### config.mk
export PLATFORM = sky130hd
export DESIGN_NAME = can_page_broadcaster
export DESIGN_NICKNAME = d
export VERILOG_FILES = /design/src/verilog/can_page_pkg.sv /design/src/verilog/can_page_broadcaster.sv
export VERILOG_INCLUDE_DIRS = /design/src /design/src/verilog
export SDC_FILE = /design/constraint.sdc
export NUM_CORES = 1
export LEC_CHECK = 0
export BUFFER_PORTS_ARGS = -buffer_cell sky130_fd_sc_hd__buf_2
export CORE_MARGIN = 4
export CORE_UTILIZATION = 60
export DETAILED_ROUTE_END_ITERATION = 16
export GPL_TIMING_DRIVEN = 0
export HOLD_SLACK_MARGIN = 0.05
export PLACE_DENSITY = 0.91
export SLEW_MARGIN = 10
export SYNTH_ARGS = -nofsm -noshare
export SYNTH_HDL_FRONTEND = slang
export SYNTH_SLANG_ARGS = --single-unit
### constraint.sdc
create_clock -name clk_sys_i -period 31.5 [get_ports clk_sys_i]
set_input_delay 6.3 -clock clk_sys_i [delete_from_list [all_inputs] [get_ports clk_sys_i]]
set_output_delay 6.3 -clock clk_sys_i [all_outputs]
set_load 0.02 [all_outputs]
### src/verilog/can_page_cfg.svh
`ifndef CAN_PAGE_CFG_SVH
`define CAN_PAGE_CFG_SVH

// link timing
`define CLK_HZ 20000000
`define BIT_RATE_KBPS 250
`define BIT_CYCLES (`CLK_HZ / (`BIT_RATE_KBPS * 1000))
`define TSC1_PERIOD_MS 10
`define TSC1_PERIOD_CYC (`CLK_HZ / 1000 * `TSC1_PERIOD_MS)

// identifiers
`define NODE_ID 11'h001
`define TSC1_ID 29'h0C000003
`define TSC1_SA_EXPECTED 8'h03
`define START_STOP_ID 29'h18000000
`define FRAME_DLC 4'h8

// payload fill and codes
`define FILL_BYTE 8'hFF
`define TSC1_MODE_SPEED 8'h01
`define ENG_START_CODE 8'h01
`define ENG_STOP_CODE 8'h00
`define PROTO_REV 16'h0001

// page layout
`define PAGE_COUNT 8
`define WORDS_PER_PAGE 3
`define WORD_COUNT 24
`define LAST_PAGE 3'h7

// register offsets
`define OFS_PROTOCOL_REVISION 5'h00
`define OFS_GEN_L1N_VOLTS 5'h01
`define OFS_GEN_L2N_VOLTS 5'h02
`define OFS_GEN_L2L3_VOLTS 5'h03
`define OFS_GEN_L1L2_VOLTS 5'h04
`define OFS_GEN_L3N_VOLTS 5'h05
`define OFS_GEN_L3L1_VOLTS 5'h06
`define OFS_GEN_L2_FREQ 5'h07
`define OFS_GEN_L1_FREQ 5'h08
`define OFS_GEN_L2_PF 5'h09
`define OFS_GEN_L3_FREQ 5'h0A
`define OFS_GEN_L1_PF 5'h0B
`define OFS_MAINS_L1N_VOLTS 5'h0C
`define OFS_GEN_L3_PF 5'h0D
`define OFS_GEN_AVG_PF 5'h0E
`define OFS_MAINS_L1L2_VOLTS 5'h0F
`define OFS_MAINS_L2N_VOLTS 5'h10
`define OFS_MAINS_L3N_VOLTS 5'h11
`define OFS_MAINS_L1_FREQ 5'h12
`define OFS_MAINS_L2L3_VOLTS 5'h13
`define OFS_MAINS_L3L1_VOLTS 5'h14
`define OFS_LOAD_L1_AMPS 5'h15
`define OFS_MAINS_L2_FREQ 5'h16
`define OFS_MAINS_L3_FREQ 5'h17

`endif

### src/verilog/can_page_pkg.sv
package can_page_pkg;

  typedef logic [15:0] word_type;
  typedef logic [63:0] payload_type;

  typedef enum logic [1:0] {
    ST_IDLE = 2'b01,
    ST_SEND = 2'b10
  } fsm_state_type;

  typedef enum logic [2:0] {
    SRC_PAGE = 3'b001,
    SRC_TSC1 = 3'b010,
    SRC_START_STOP = 3'b100
  } source_type;

endpackage : can_page_pkg
### src/verilog/can_page_broadcaster.sv
// How it works
// - link runs at 250 kbps
// - node identifier fixed at 0x01
// - measurement frames use standard 11-bit identifiers
// - every frame carries exactly eight bytes
// - pages broadcast repeatedly without any request
// - commands accepted, outcome only in broadcast data
// - page 0: revision, gen L1-N, L2-N
// - page 1: gen L2-L3, L1-L2, L3-N volts
// - page 2: gen L3-L1 volts, L2, L1 Hz
// - page 3: gen L2 pf, L3 Hz, L1 pf
// - page 4: mains L1-N, gen L3 pf, avg pf
// - page 5: mains L1-L2, L2-N, L3-N volts
// - page 6: mains L1 Hz, L2-L3, L3-L1 volts
// - page 7: load L1 amps, mains L2, L3 Hz
// - speed-control frame every 10 ms when enabled
// - source address -1 means expected default
// - optional start/stop frame decided by external logic via eng_run_i
`timescale 1ns/100ps
`include "can_page_cfg.svh"

module can_page_broadcaster
  import can_page_pkg::*;
#(
  parameter int TSC1_PERIOD_CYC = `TSC1_PERIOD_CYC
) (
  input wire logic clk_sys_i,
  input wire logic srst_i,
  input wire logic clk_en_i,
  // measurement words from the metering logic
  input wire logic meas_wr_i,
  input wire logic [4:0] meas_addr_i,
  input wire logic [15:0] meas_data_i,
  input wire logic meas_commit_i,
  // engine control settings
  input wire logic spd_ctrl_en_i,
  input wire logic [15:0] spd_ref_i,
  input wire logic [8:0] tsc1_sa_cfg_i,
  input wire logic start_stop_en_i,
  input wire logic eng_run_i,
  // frame toward the CAN controller
  output logic tx_valid_o,
  input wire logic tx_ready_i,
  output logic [28:0] tx_id_o,
  output logic tx_ext_o,
  output logic [3:0] tx_dlc_o,
  output logic [63:0] tx_data_o,
  output logic [7:0] bit_cycles_o,
  // frame from the CAN controller
  input wire logic rx_valid_i,
  input wire logic [28:0] rx_id_i,
  input wire logic rx_ext_i,
  input wire logic [3:0] rx_dlc_i,
  input wire logic [63:0] rx_data_i,
  output logic cmd_valid_o,
  output logic [15:0] cmd_data_o,
  output logic [2:0] page_o
);

  localparam int TSC1_CNT_W = $clog2(TSC1_PERIOD_CYC + 1);

  word_type live_words [0:`WORD_COUNT-1];
  word_type frozen_words [0:`WORD_COUNT-1];
  fsm_state_type state;
  fsm_state_type next_state;
  source_type src_sel;
  logic [2:0] page_idx;
  logic [TSC1_CNT_W-1:0] tsc1_cnt;
  logic tsc1_due;
  logic tsc1_pend;
  logic ss_pend;
  logic run_seen;
  logic tsc1_tick;
  logic run_change;
  logic load_frame;
  logic frame_done;
  logic cmd_hit;
  logic [7:0] tsc1_sa;

  // byte 0 page, byte 1 zero, then each word low byte first
  function automatic payload_type pack_page(input logic [2:0] page,
                                            input word_type w0,
                                            input word_type w1,
                                            input word_type w2);
    pack_page = {w2[15:8], w2[7:0], w1[15:8], w1[7:0],
                 w0[15:8], w0[7:0], 8'h00, {5'h00, page}};
  endfunction : pack_page

  // word n of page p lives at offset 3p+n
  function automatic payload_type page_frame(input logic [2:0] page);
    word_type w0;
    word_type w1;
    word_type w2;
    w0 = 16'h0000;
    w1 = 16'h0000;
    w2 = 16'h0000;
    case (page)
      3'h0: begin
        w0 = frozen_words[`OFS_PROTOCOL_REVISION];
        w1 = frozen_words[`OFS_GEN_L1N_VOLTS];
        w2 = frozen_words[`OFS_GEN_L2N_VOLTS];
      end
      3'h1: begin
        w0 = frozen_words[`OFS_GEN_L2L3_VOLTS];
        w1 = frozen_words[`OFS_GEN_L1L2_VOLTS];
        w2 = frozen_words[`OFS_GEN_L3N_VOLTS];
      end
      3'h2: begin
        w0 = frozen_words[`OFS_GEN_L3L1_VOLTS];
        w1 = frozen_words[`OFS_GEN_L2_FREQ];
        w2 = frozen_words[`OFS_GEN_L1_FREQ];
      end
      3'h3: begin
        w0 = frozen_words[`OFS_GEN_L2_PF];
        w1 = frozen_words[`OFS_GEN_L3_FREQ];
        w2 = frozen_words[`OFS_GEN_L1_PF];
      end
      3'h4: begin
        w0 = frozen_words[`OFS_MAINS_L1N_VOLTS];
        w1 = frozen_words[`OFS_GEN_L3_PF];
        w2 = frozen_words[`OFS_GEN_AVG_PF];
      end
      3'h5: begin
        w0 = frozen_words[`OFS_MAINS_L1L2_VOLTS];
        w1 = frozen_words[`OFS_MAINS_L2N_VOLTS];
        w2 = frozen_words[`OFS_MAINS_L3N_VOLTS];
      end
      3'h6: begin
        w0 = frozen_words[`OFS_MAINS_L1_FREQ];
        w1 = frozen_words[`OFS_MAINS_L2L3_VOLTS];
        w2 = frozen_words[`OFS_MAINS_L3L1_VOLTS];
      end
      3'h7: begin
        w0 = frozen_words[`OFS_LOAD_L1_AMPS];
        w1 = frozen_words[`OFS_MAINS_L2_FREQ];
        w2 = frozen_words[`OFS_MAINS_L3_FREQ];
      end
      default: begin
        w0 = 16'h0000;
      end
    endcase
    page_frame = pack_page(page, w0, w1, w2);
  endfunction : page_frame

  function automatic payload_type pack_tsc1(input word_type speed);
    pack_tsc1 = {{5{`FILL_BYTE}}, speed[15:8], speed[7:0],
                 `TSC1_MODE_SPEED};
  endfunction : pack_tsc1

  // extended id: fixed base with the source address in the low byte
  function automatic logic [28:0] ext_id(input logic [28:0] base,
                                         input logic [7:0] sa);
    ext_id = {base[28:8], sa};
  endfunction : ext_id

  assign bit_cycles_o = 8'(`BIT_CYCLES);

  // -1 (any negative value) picks the protocol default
  assign tsc1_sa = tsc1_sa_cfg_i[8] ? `TSC1_SA_EXPECTED
                                    : tsc1_sa_cfg_i[7:0];

  // metering writes go to a live bank; revision is read-only
  always_ff @(posedge clk_sys_i) begin
    if (srst_i) begin
      for (int i = 0; i < `WORD_COUNT; i++) begin
        live_words[i] <= 16'h0000;
      end
    end else if (clk_en_i && meas_wr_i &&
                 meas_addr_i < 5'(`WORD_COUNT) &&
                 meas_addr_i != `OFS_PROTOCOL_REVISION) begin
      live_words[meas_addr_i] <= meas_data_i;
    end
  end

  // commit copies a whole update cycle at once
  always_ff @(posedge clk_sys_i) begin
    if (srst_i) begin
      for (int i = 0; i < `WORD_COUNT; i++) begin
        frozen_words[i] <= 16'h0000;
      end
      frozen_words[`OFS_PROTOCOL_REVISION] <= `PROTO_REV;
    end else if (clk_en_i && meas_commit_i) begin
      for (int i = 1; i < `WORD_COUNT; i++) begin
        frozen_words[i] <= live_words[i];
      end
    end
  end

  // tsc1 period counter, free running while enabled
  always_ff @(posedge clk_sys_i) begin
    if (srst_i) begin
      tsc1_cnt <= '0;
      tsc1_due <= 1'b0;
    end else if (clk_en_i) begin
      tsc1_due <= 1'b0;
      if (!spd_ctrl_en_i) begin
        tsc1_cnt <= '0;
      end else if (tsc1_cnt == TSC1_CNT_W'(TSC1_PERIOD_CYC - 1)) begin
        tsc1_cnt <= '0;
        tsc1_due <= 1'b1;
      end else begin
        tsc1_cnt <= tsc1_cnt + 1'b1;
      end
    end
  end

  assign tsc1_tick = tsc1_due && spd_ctrl_en_i;

  // run decision change schedules one start/stop frame
  always_ff @(posedge clk_sys_i) begin
    if (srst_i) begin
      run_seen <= 1'b0;
    end else if (clk_en_i) begin
      run_seen <= eng_run_i;
    end
  end

  assign run_change = start_stop_en_i && (run_seen != eng_run_i);

  assign frame_done = (state == ST_SEND) && tx_ready_i;
  assign load_frame = (state == ST_IDLE);

  // pending flags: a new event beats the clear of the old one
  always_ff @(posedge clk_sys_i) begin
    if (srst_i) begin
      tsc1_pend <= 1'b0;
    end else if (clk_en_i) begin
      if (tsc1_tick) begin
        tsc1_pend <= 1'b1;
      end else if (!spd_ctrl_en_i) begin
        tsc1_pend <= 1'b0;
      end else if (load_frame && tsc1_pend) begin
        tsc1_pend <= 1'b0;
      end
    end
  end

  always_ff @(posedge clk_sys_i) begin
    if (srst_i) begin
      ss_pend <= 1'b0;
    end else if (clk_en_i) begin
      if (run_change) begin
        ss_pend <= 1'b1;
      end else if (!start_stop_en_i) begin
        ss_pend <= 1'b0;
      end else if (load_frame && !tsc1_pend && ss_pend) begin
        ss_pend <= 1'b0;
      end
    end
  end

  // frame handshake: load in idle, hold until the controller takes it
  always_comb begin
    next_state = state;
    case (state)
      ST_IDLE: begin
        next_state = ST_SEND;
      end
      ST_SEND: begin
        if (tx_ready_i) begin
          next_state = ST_IDLE;
        end
      end
      default: begin
        next_state = ST_IDLE;
      end
    endcase
  end

  always_ff @(posedge clk_sys_i) begin
    if (srst_i) begin
      state <= ST_IDLE;
    end else if (clk_en_i) begin
      state <= next_state;
    end
  end

  assign tx_valid_o = (state == ST_SEND);

  // engine frames preempt pages only between frames
  always_ff @(posedge clk_sys_i) begin
    if (srst_i) begin
      src_sel <= SRC_PAGE;
      tx_id_o <= '0;
      tx_ext_o <= 1'b0;
      tx_dlc_o <= `FRAME_DLC;
      tx_data_o <= '0;
    end else if (clk_en_i && load_frame) begin
      tx_dlc_o <= `FRAME_DLC;
      if (tsc1_pend) begin
        src_sel <= SRC_TSC1;
        tx_ext_o <= 1'b1;
        tx_id_o <= ext_id(`TSC1_ID, tsc1_sa);
        tx_data_o <= pack_tsc1(spd_ref_i);
      end else if (ss_pend) begin
        src_sel <= SRC_START_STOP;
        tx_ext_o <= 1'b1;
        tx_id_o <= ext_id(`START_STOP_ID, tsc1_sa);
        tx_data_o <= {{7{`FILL_BYTE}},
                      eng_run_i ? `ENG_START_CODE
                                : `ENG_STOP_CODE};
      end else begin
        src_sel <= SRC_PAGE;
        tx_ext_o <= 1'b0;
        tx_id_o <= {18'h00000, `NODE_ID};
        tx_data_o <= page_frame(page_idx);
      end
    end
  end

  // round robin advances only once a page frame is taken
  always_ff @(posedge clk_sys_i) begin
    if (srst_i) begin
      page_idx <= 3'h0;
    end else if (clk_en_i && frame_done && src_sel == SRC_PAGE) begin
      if (page_idx == `LAST_PAGE) begin
        page_idx <= 3'h0;
      end else begin
        page_idx <= page_idx + 3'h1;
      end
    end
  end

  always_ff @(posedge clk_sys_i) begin
    if (srst_i) begin
      page_o <= 3'h0;
    end else if (clk_en_i && load_frame && !tsc1_pend && !ss_pend) begin
      page_o <= page_idx;
    end
  end

  // commands: standard id to our node, full payload only
  assign cmd_hit = rx_valid_i && !rx_ext_i &&
                   rx_id_i[10:0] == `NODE_ID &&
                   rx_dlc_i == `FRAME_DLC;

  // no reply frame is built; the outcome shows in the pages
  always_ff @(posedge clk_sys_i) begin
    if (srst_i) begin
      cmd_valid_o <= 1'b0;
      cmd_data_o <= 16'h0000;
    end else if (clk_en_i) begin
      cmd_valid_o <= cmd_hit;
      if (cmd_hit) begin
        cmd_data_o <= rx_data_i[15:0];
      end
    end
  end

endmodule : can_page_broadcaster

# [Yosys cells after proc, flatten, opt, wreduce, memory -nomap -nowiden]
# Memory sizes are Yosys's and may differ from the RTL's.
# Cells that the tools add are included.
[totals] ff_bits=144 latchBits=0 mem_bits_rw=768 rom_bits=0 output_inout_bits=127 mem_count=2
[mem_list] name="frozen_words" depth=24 word_bits=16 rd=24 rd_ports_with_merged_regs=0 write_ports=24 line_no="can_page_broadcaster.sv:63" text="word_type frozen_words [0:`WORD_COUNT-1];"
[mem_list] name="live_words" depth=24 word_bits=16 rd=23 rd_ports_with_merged_regs=0 write_ports=24 line_no="can_page_broadcaster.sv:62" text="word_type live_words [0:`WORD_COUNT-1];"
[op_classes] addsub=2 n_mul=0 div=0 n_lt_le_gt_ge=1 eq_ne=17 shift=0 muxes=61 n_bitwise=24 n_reduce_logical=28
[ops] op="two-way mux 16 bit" n=25
[ops] op="case mux 16 bit (8 select lines)" n=3
[ops] op="two-way mux 64 bit" n=2
[ops] op="two-way mux 29 bit" n=2
[ops] op="two-way mux 18 bit" n=2
[ops] op="OR 1 bit" n=24
[ops] op="two-way mux 1 bit" n=20
[ops] op="adder 18 x 1 -> 18 bit (second input constant)" n=1
[ops] op="equality test 18 bit (second input constant)" n=1
[ops] op="logical AND 1 bit" n=18
[ops] op="OR reduction 16 bit" n=1
[ops] op="equality test 3 bit (second input constant)" n=4
[ops] op="equality test 11 x 1 -> 1 bit (second input constant)" n=1
[ops] op="two-way mux 3 bit" n=3
[ops] op="two-way mux 8 bit" n=1
[ops] op="AND reduction 2 bit" n=4
[ops] op="equality test 3 x 1 -> 1 bit (second input constant)" n=2
[ops] op="equality test 3 x 2 -> 1 bit (second input constant)" n=2
[ops] op="inequality test 3 x 1 -> 1 bit (second input constant)" n=2
[ops] op="less-than comparator 5 bit (second input constant)" n=1
[ops] op="two-way mux 5 bit" n=1
[ops] op="nonzero test 5 bit" n=1
[ops] op="equality test 4 bit (second input constant)" n=1
[ops] op="case mux 2 bit (2 select lines)" n=1
[ops] op="8 further kinds" n=10

# [Logic depth before layout (Yosys ltp)]
[depth] depth_word=8 ltp_mapped=10 mapped_depth_nobuf=6

# [Worst setup path after synthesis]
# OpenSTA, ideal clock, no wires.
[synth_path] path_kind="input to register" from="input srst_i" to="memory frozen_words[0][16] (netlist bit), enable pin" setup_time_ns=0.731 arrival_time_ns=14.480 slack_ns=16.289 stages=4 cell_sequence="clkbuf_1 > clkbuf_1 > buf_1 > a21o_1"
[synth_rtl] item="start: declaration" line_no="can_page_broadcaster.sv:28" text="input wire logic srst_i,"
[synth_rtl] item="end: declaration" line_no="can_page_broadcaster.sv:63"

==> impl_metrics.csv <==
group,metric,value,unit
run_status,status,"finished, violations left",
run_status,violations,"capacitance limit, slew limit",
synthesis,synth_top_area_share,63.1,%
critical_path,reg2reg_to,"tx_data_o[46]$_SDFFE_PP0P_",
clock_tree,post_cts.repair.setup_buffers,0,
global_routing,grt_pass1_vias,23288,
critical_path,crit_path_end_kind,"flop",
clock_tree,clk_pin_slew_worst_paths,0.06,ns
synthesis,ys_dominant_reg_cell,"edfxtp_1",
pwr,p_leak,14.8,nW
layout,finalNonFillerCells,3715,
sta,period_needed,9.10,ns
place,dp_cells,3558,
global_routing,overflow,0,
clock_tree,htreeDepth,3,
synthesis,synth_mux_area_share,2.46,%
die,rows,88,
sta,period_share,28.9,%
critical_path,critPathCapture,"frozen_words[8][12]$_SDFFCE_PN0P_",
clock_tree,post_cts_resized,0,
die,dieArea,62300,um2
synthesis,ys_seq_area_share,70.0,%
layout,area_delta_synth_final,13.9,%
synthesis,ys_types,65,
synthesis,synth_top_family_by_area,"simple AND/OR/NAND/NOR gates",
sta,slew_headroom,-4.02,%
critical_path,startpoint,"srst_i",
synthesis,yosys.area_share.simple,18.9,%
clock_tree,numCtsBuffers,82,
place,gp_congestion,0.949,
synthesis,synthAdderAreaFrac,0.250,%
critical_path,cp.required,31.79,ns
die,ios,281,
synthesis,synth-xor-area-share,0.100,%
run,cap_violations,1,
clock_tree,clockBufferDepth,3,
detailed_routing,route.detailed.drc,0,
layout,finalInstanceArea,39900,um2
detailed_routing,drt_iter0_drc,3924,
die,start_util,60.7,%
synthesis,synth.most_common_cell,"edfxtp_1",
synthesis,yosys.area.top_type,"edfxtp_1",
synthesis,synth_area_leaders,"edfxtp_1, and2_1, dfxtp_1",
clock_tree,holdBufCountCts,0,
synthesis,syn_inst,2576,
critical_path,worstSetupStartpointType,"primary input",
synthesis,synth_compound_area_share,5.42,%
sta,finalHoldViolations,0,
layout,final_nets,3038,
place,io_buffers,178,
die,die_h,250,um
critical_path,critPathMaxFanout,68,
pwr,p_per_area,61.9,nW/um2
sta,fmax,110,MHz
sta,fin_setup_tns,0,ns
die,die_width,250,um
synthesis,yosysWarnings,0,
global_routing,antenna_found_initial,11,
detailed_routing,first_pass_iters,8,
clock_tree,clk_latency,0.64,ns
synthesis,synth-edff-count,736,
critical_path,arrival,9.38,ns
critical_path,rr_worst_depth,10,
critical_path,r2r_slack,26.45,ns
worst_hold_path,hold_path.class,"flop to flop",
critical_path,r2r-start,"page_idx[2]$_SDFFE_PP0P_",
clock_tree,cts_sinks,856,
detailed_routing,ant_nets,0,
die,core-area,57700,um2
global_routing,grt_util_all_layers,32.5,%
detailed_routing,via_per_inst,6.37,
layout,drive_above_1_share,15.9,%
sta,finalClockSkew,0.0316,ns
detailed_routing,wirelength,104,mm
detailed_routing,vias,23659,
synthesis,synth_seq_cells,856,
pwr,ir_drop,0.0460,mV
sta,tightestPinTransition,1.56,ns
place,hpwl,69.0,mm
synthesis,syn_area_per_cell,13.6,um2
synthesis,synth.top_cells.by_count,"edfxtp_1, and2_1, clkbuf_1",
clock_tree,tritoncts,"built",
detailed_routing,routedWlPerCell,27.9,um
critical_path,path_class,"primary input to flop",
place,placed_area,37200,um2
synthesis,async_reset_ff_share,0,%
clock_tree,ctsRootBufferMaster,"clkbuf_16",
global_routing,grt_max_degree,71,
synthesis,synth_area,35000,um2
sta,slew_violations,13,
sta,rsz0062_at_grt,"no",
sta,finalSetupViolCount,0,
global_routing,grt_pass1_wl,149,mm
-- worst max-delay path: stages --
cell and delay, ns:
clkbuf_1 0.48, clkbuf_1 0.61, buf_1 0.49, a21o_4 0.42, buf_16 0.34, buf_12 0.28
buf_16 0.32
-- final cells by class --
class / instances / area (um2)
timing repair buffer: 184 / 1050
sequential: 856 / 24500
inverter: 9 / 33.8
tap: 765 / 957
antenna: 8 / 20.0
clock buffer: 116 / 2410
multi-input combinational: 1520 / 9630
fill: 3450 / 17800
clock inverter: 33 / 304
buffer: 224 / 993
-- state kept, by name, summed over array words and instances, names as in the netlist --
| register | cells |
|---|---|
| tsc1_cnt | 18 |
| tsc1_pend | 1 |
| page_o | 3 |
| src_sel | 2 |
| ss_pend | 1 |
| tsc1_due | 1 |
| tx_ext_o | 1 |
| tx_id_o | 10 |
| cmd_data_o | 16 |
| live_words | 368 |
| run_seen | 1 |
| tx_data_o | 59 |
| state | 2 |
| frozen_words | 369 |
| cmd_valid_o | 1 |
| page_idx | 3 |
-- layer usage --
layer / vias to the layer above / share of wire (%) / GRT usage [%]
li1: 9770 / - / -
met1: 11297 / 31 / 39.3
met2: 2117 / 46 / 51.7
met3: 473 / 14 / 9.22
met4: 2 / 8.3 / 20.7
met5: - / 0.013 / 0
-- power breakdown --
group	internal, mW	leakage [nW]	switching (mW)
Combinational	0.0422	5.05	0.109
Clock	0.575	1.33	0.424
Sequential	1.30	8.42	0.0243
Total	1.91	14.8	0.557
-- metrics by stage --
step / setup slack (ns) / utilization, % / hold WS (ns) / power (mW)
global placement: 13.03 / 64.1 / 0.428 / 1.48
detailed placement: 21.94 / 64.4 / 0.441 / 1.48
global route: 22.30 / 69.1 / 0.486 / 2.52
floorplan: 16.29 / - / 0.417 / 1.42
CTS: 22.57 / 69.1 / 0.465 / 2.46
finish: 22.40 / 69.2 / 0.466 / 2.47
-- logic make-up after synthesis --
logic type	count (synthesis)
DFF	856
other	2
AOI/OAI and AO/OA	244
adders and majority gates	7
buffers and inverters	233
and+or+nand+nor	1153
xor gates and xnor gates	4
muxes	77
-- worst min-delay path by stage --
| stage | start | endpoint | slack (ns) | cells past startpoint |
|---|---|---|---|---|
| floorplan | frozen_words[0][0]$_SDFFE_PP1P_ | frozen_words[0][0]$_SDFFE_PP1P_ | 0.42 | 1 |
| global placement | frozen_words[0][0]$_SDFFE_PP1P_ | frozen_words[0][0]$_SDFFE_PP1P_ | 0.43 | 1 |
| detailed placement | frozen_words[0][0]$_SDFFE_PP1P_ | frozen_words[0][0]$_SDFFE_PP1P_ | 0.44 | 1 |
| CTS | tx_id_o[1]$_SDFFE_PP0P_ | tx_id_o[1]$_SDFFE_PP0P_ | 0.47 | 2 |
| global route | tx_data_o[16]$_SDFFE_PP0P_ | tx_data_o[16]$_SDFFE_PP0P_ | 0.49 | 2 |
| finish | tx_data_o[2]$_SDFFE_PP0P_ | tx_data_o[2]$_SDFFE_PP0P_ | 0.47 | 2 |
-- cell usage in the layout, fill, tap and decap left out, drive strengths merged, types with 35 or more instances in the layout --
cell type / count
a222oi: 41
nor3: 78
buf: 235
conb: 35
nor2b: 102
dfxtp: 120
clkbuf: 289
a21oi: 47
nand2: 109
nor2: 102
edfxtp: 736
and2: 642
mux2: 73
Power figures use the tool's default switching activity.
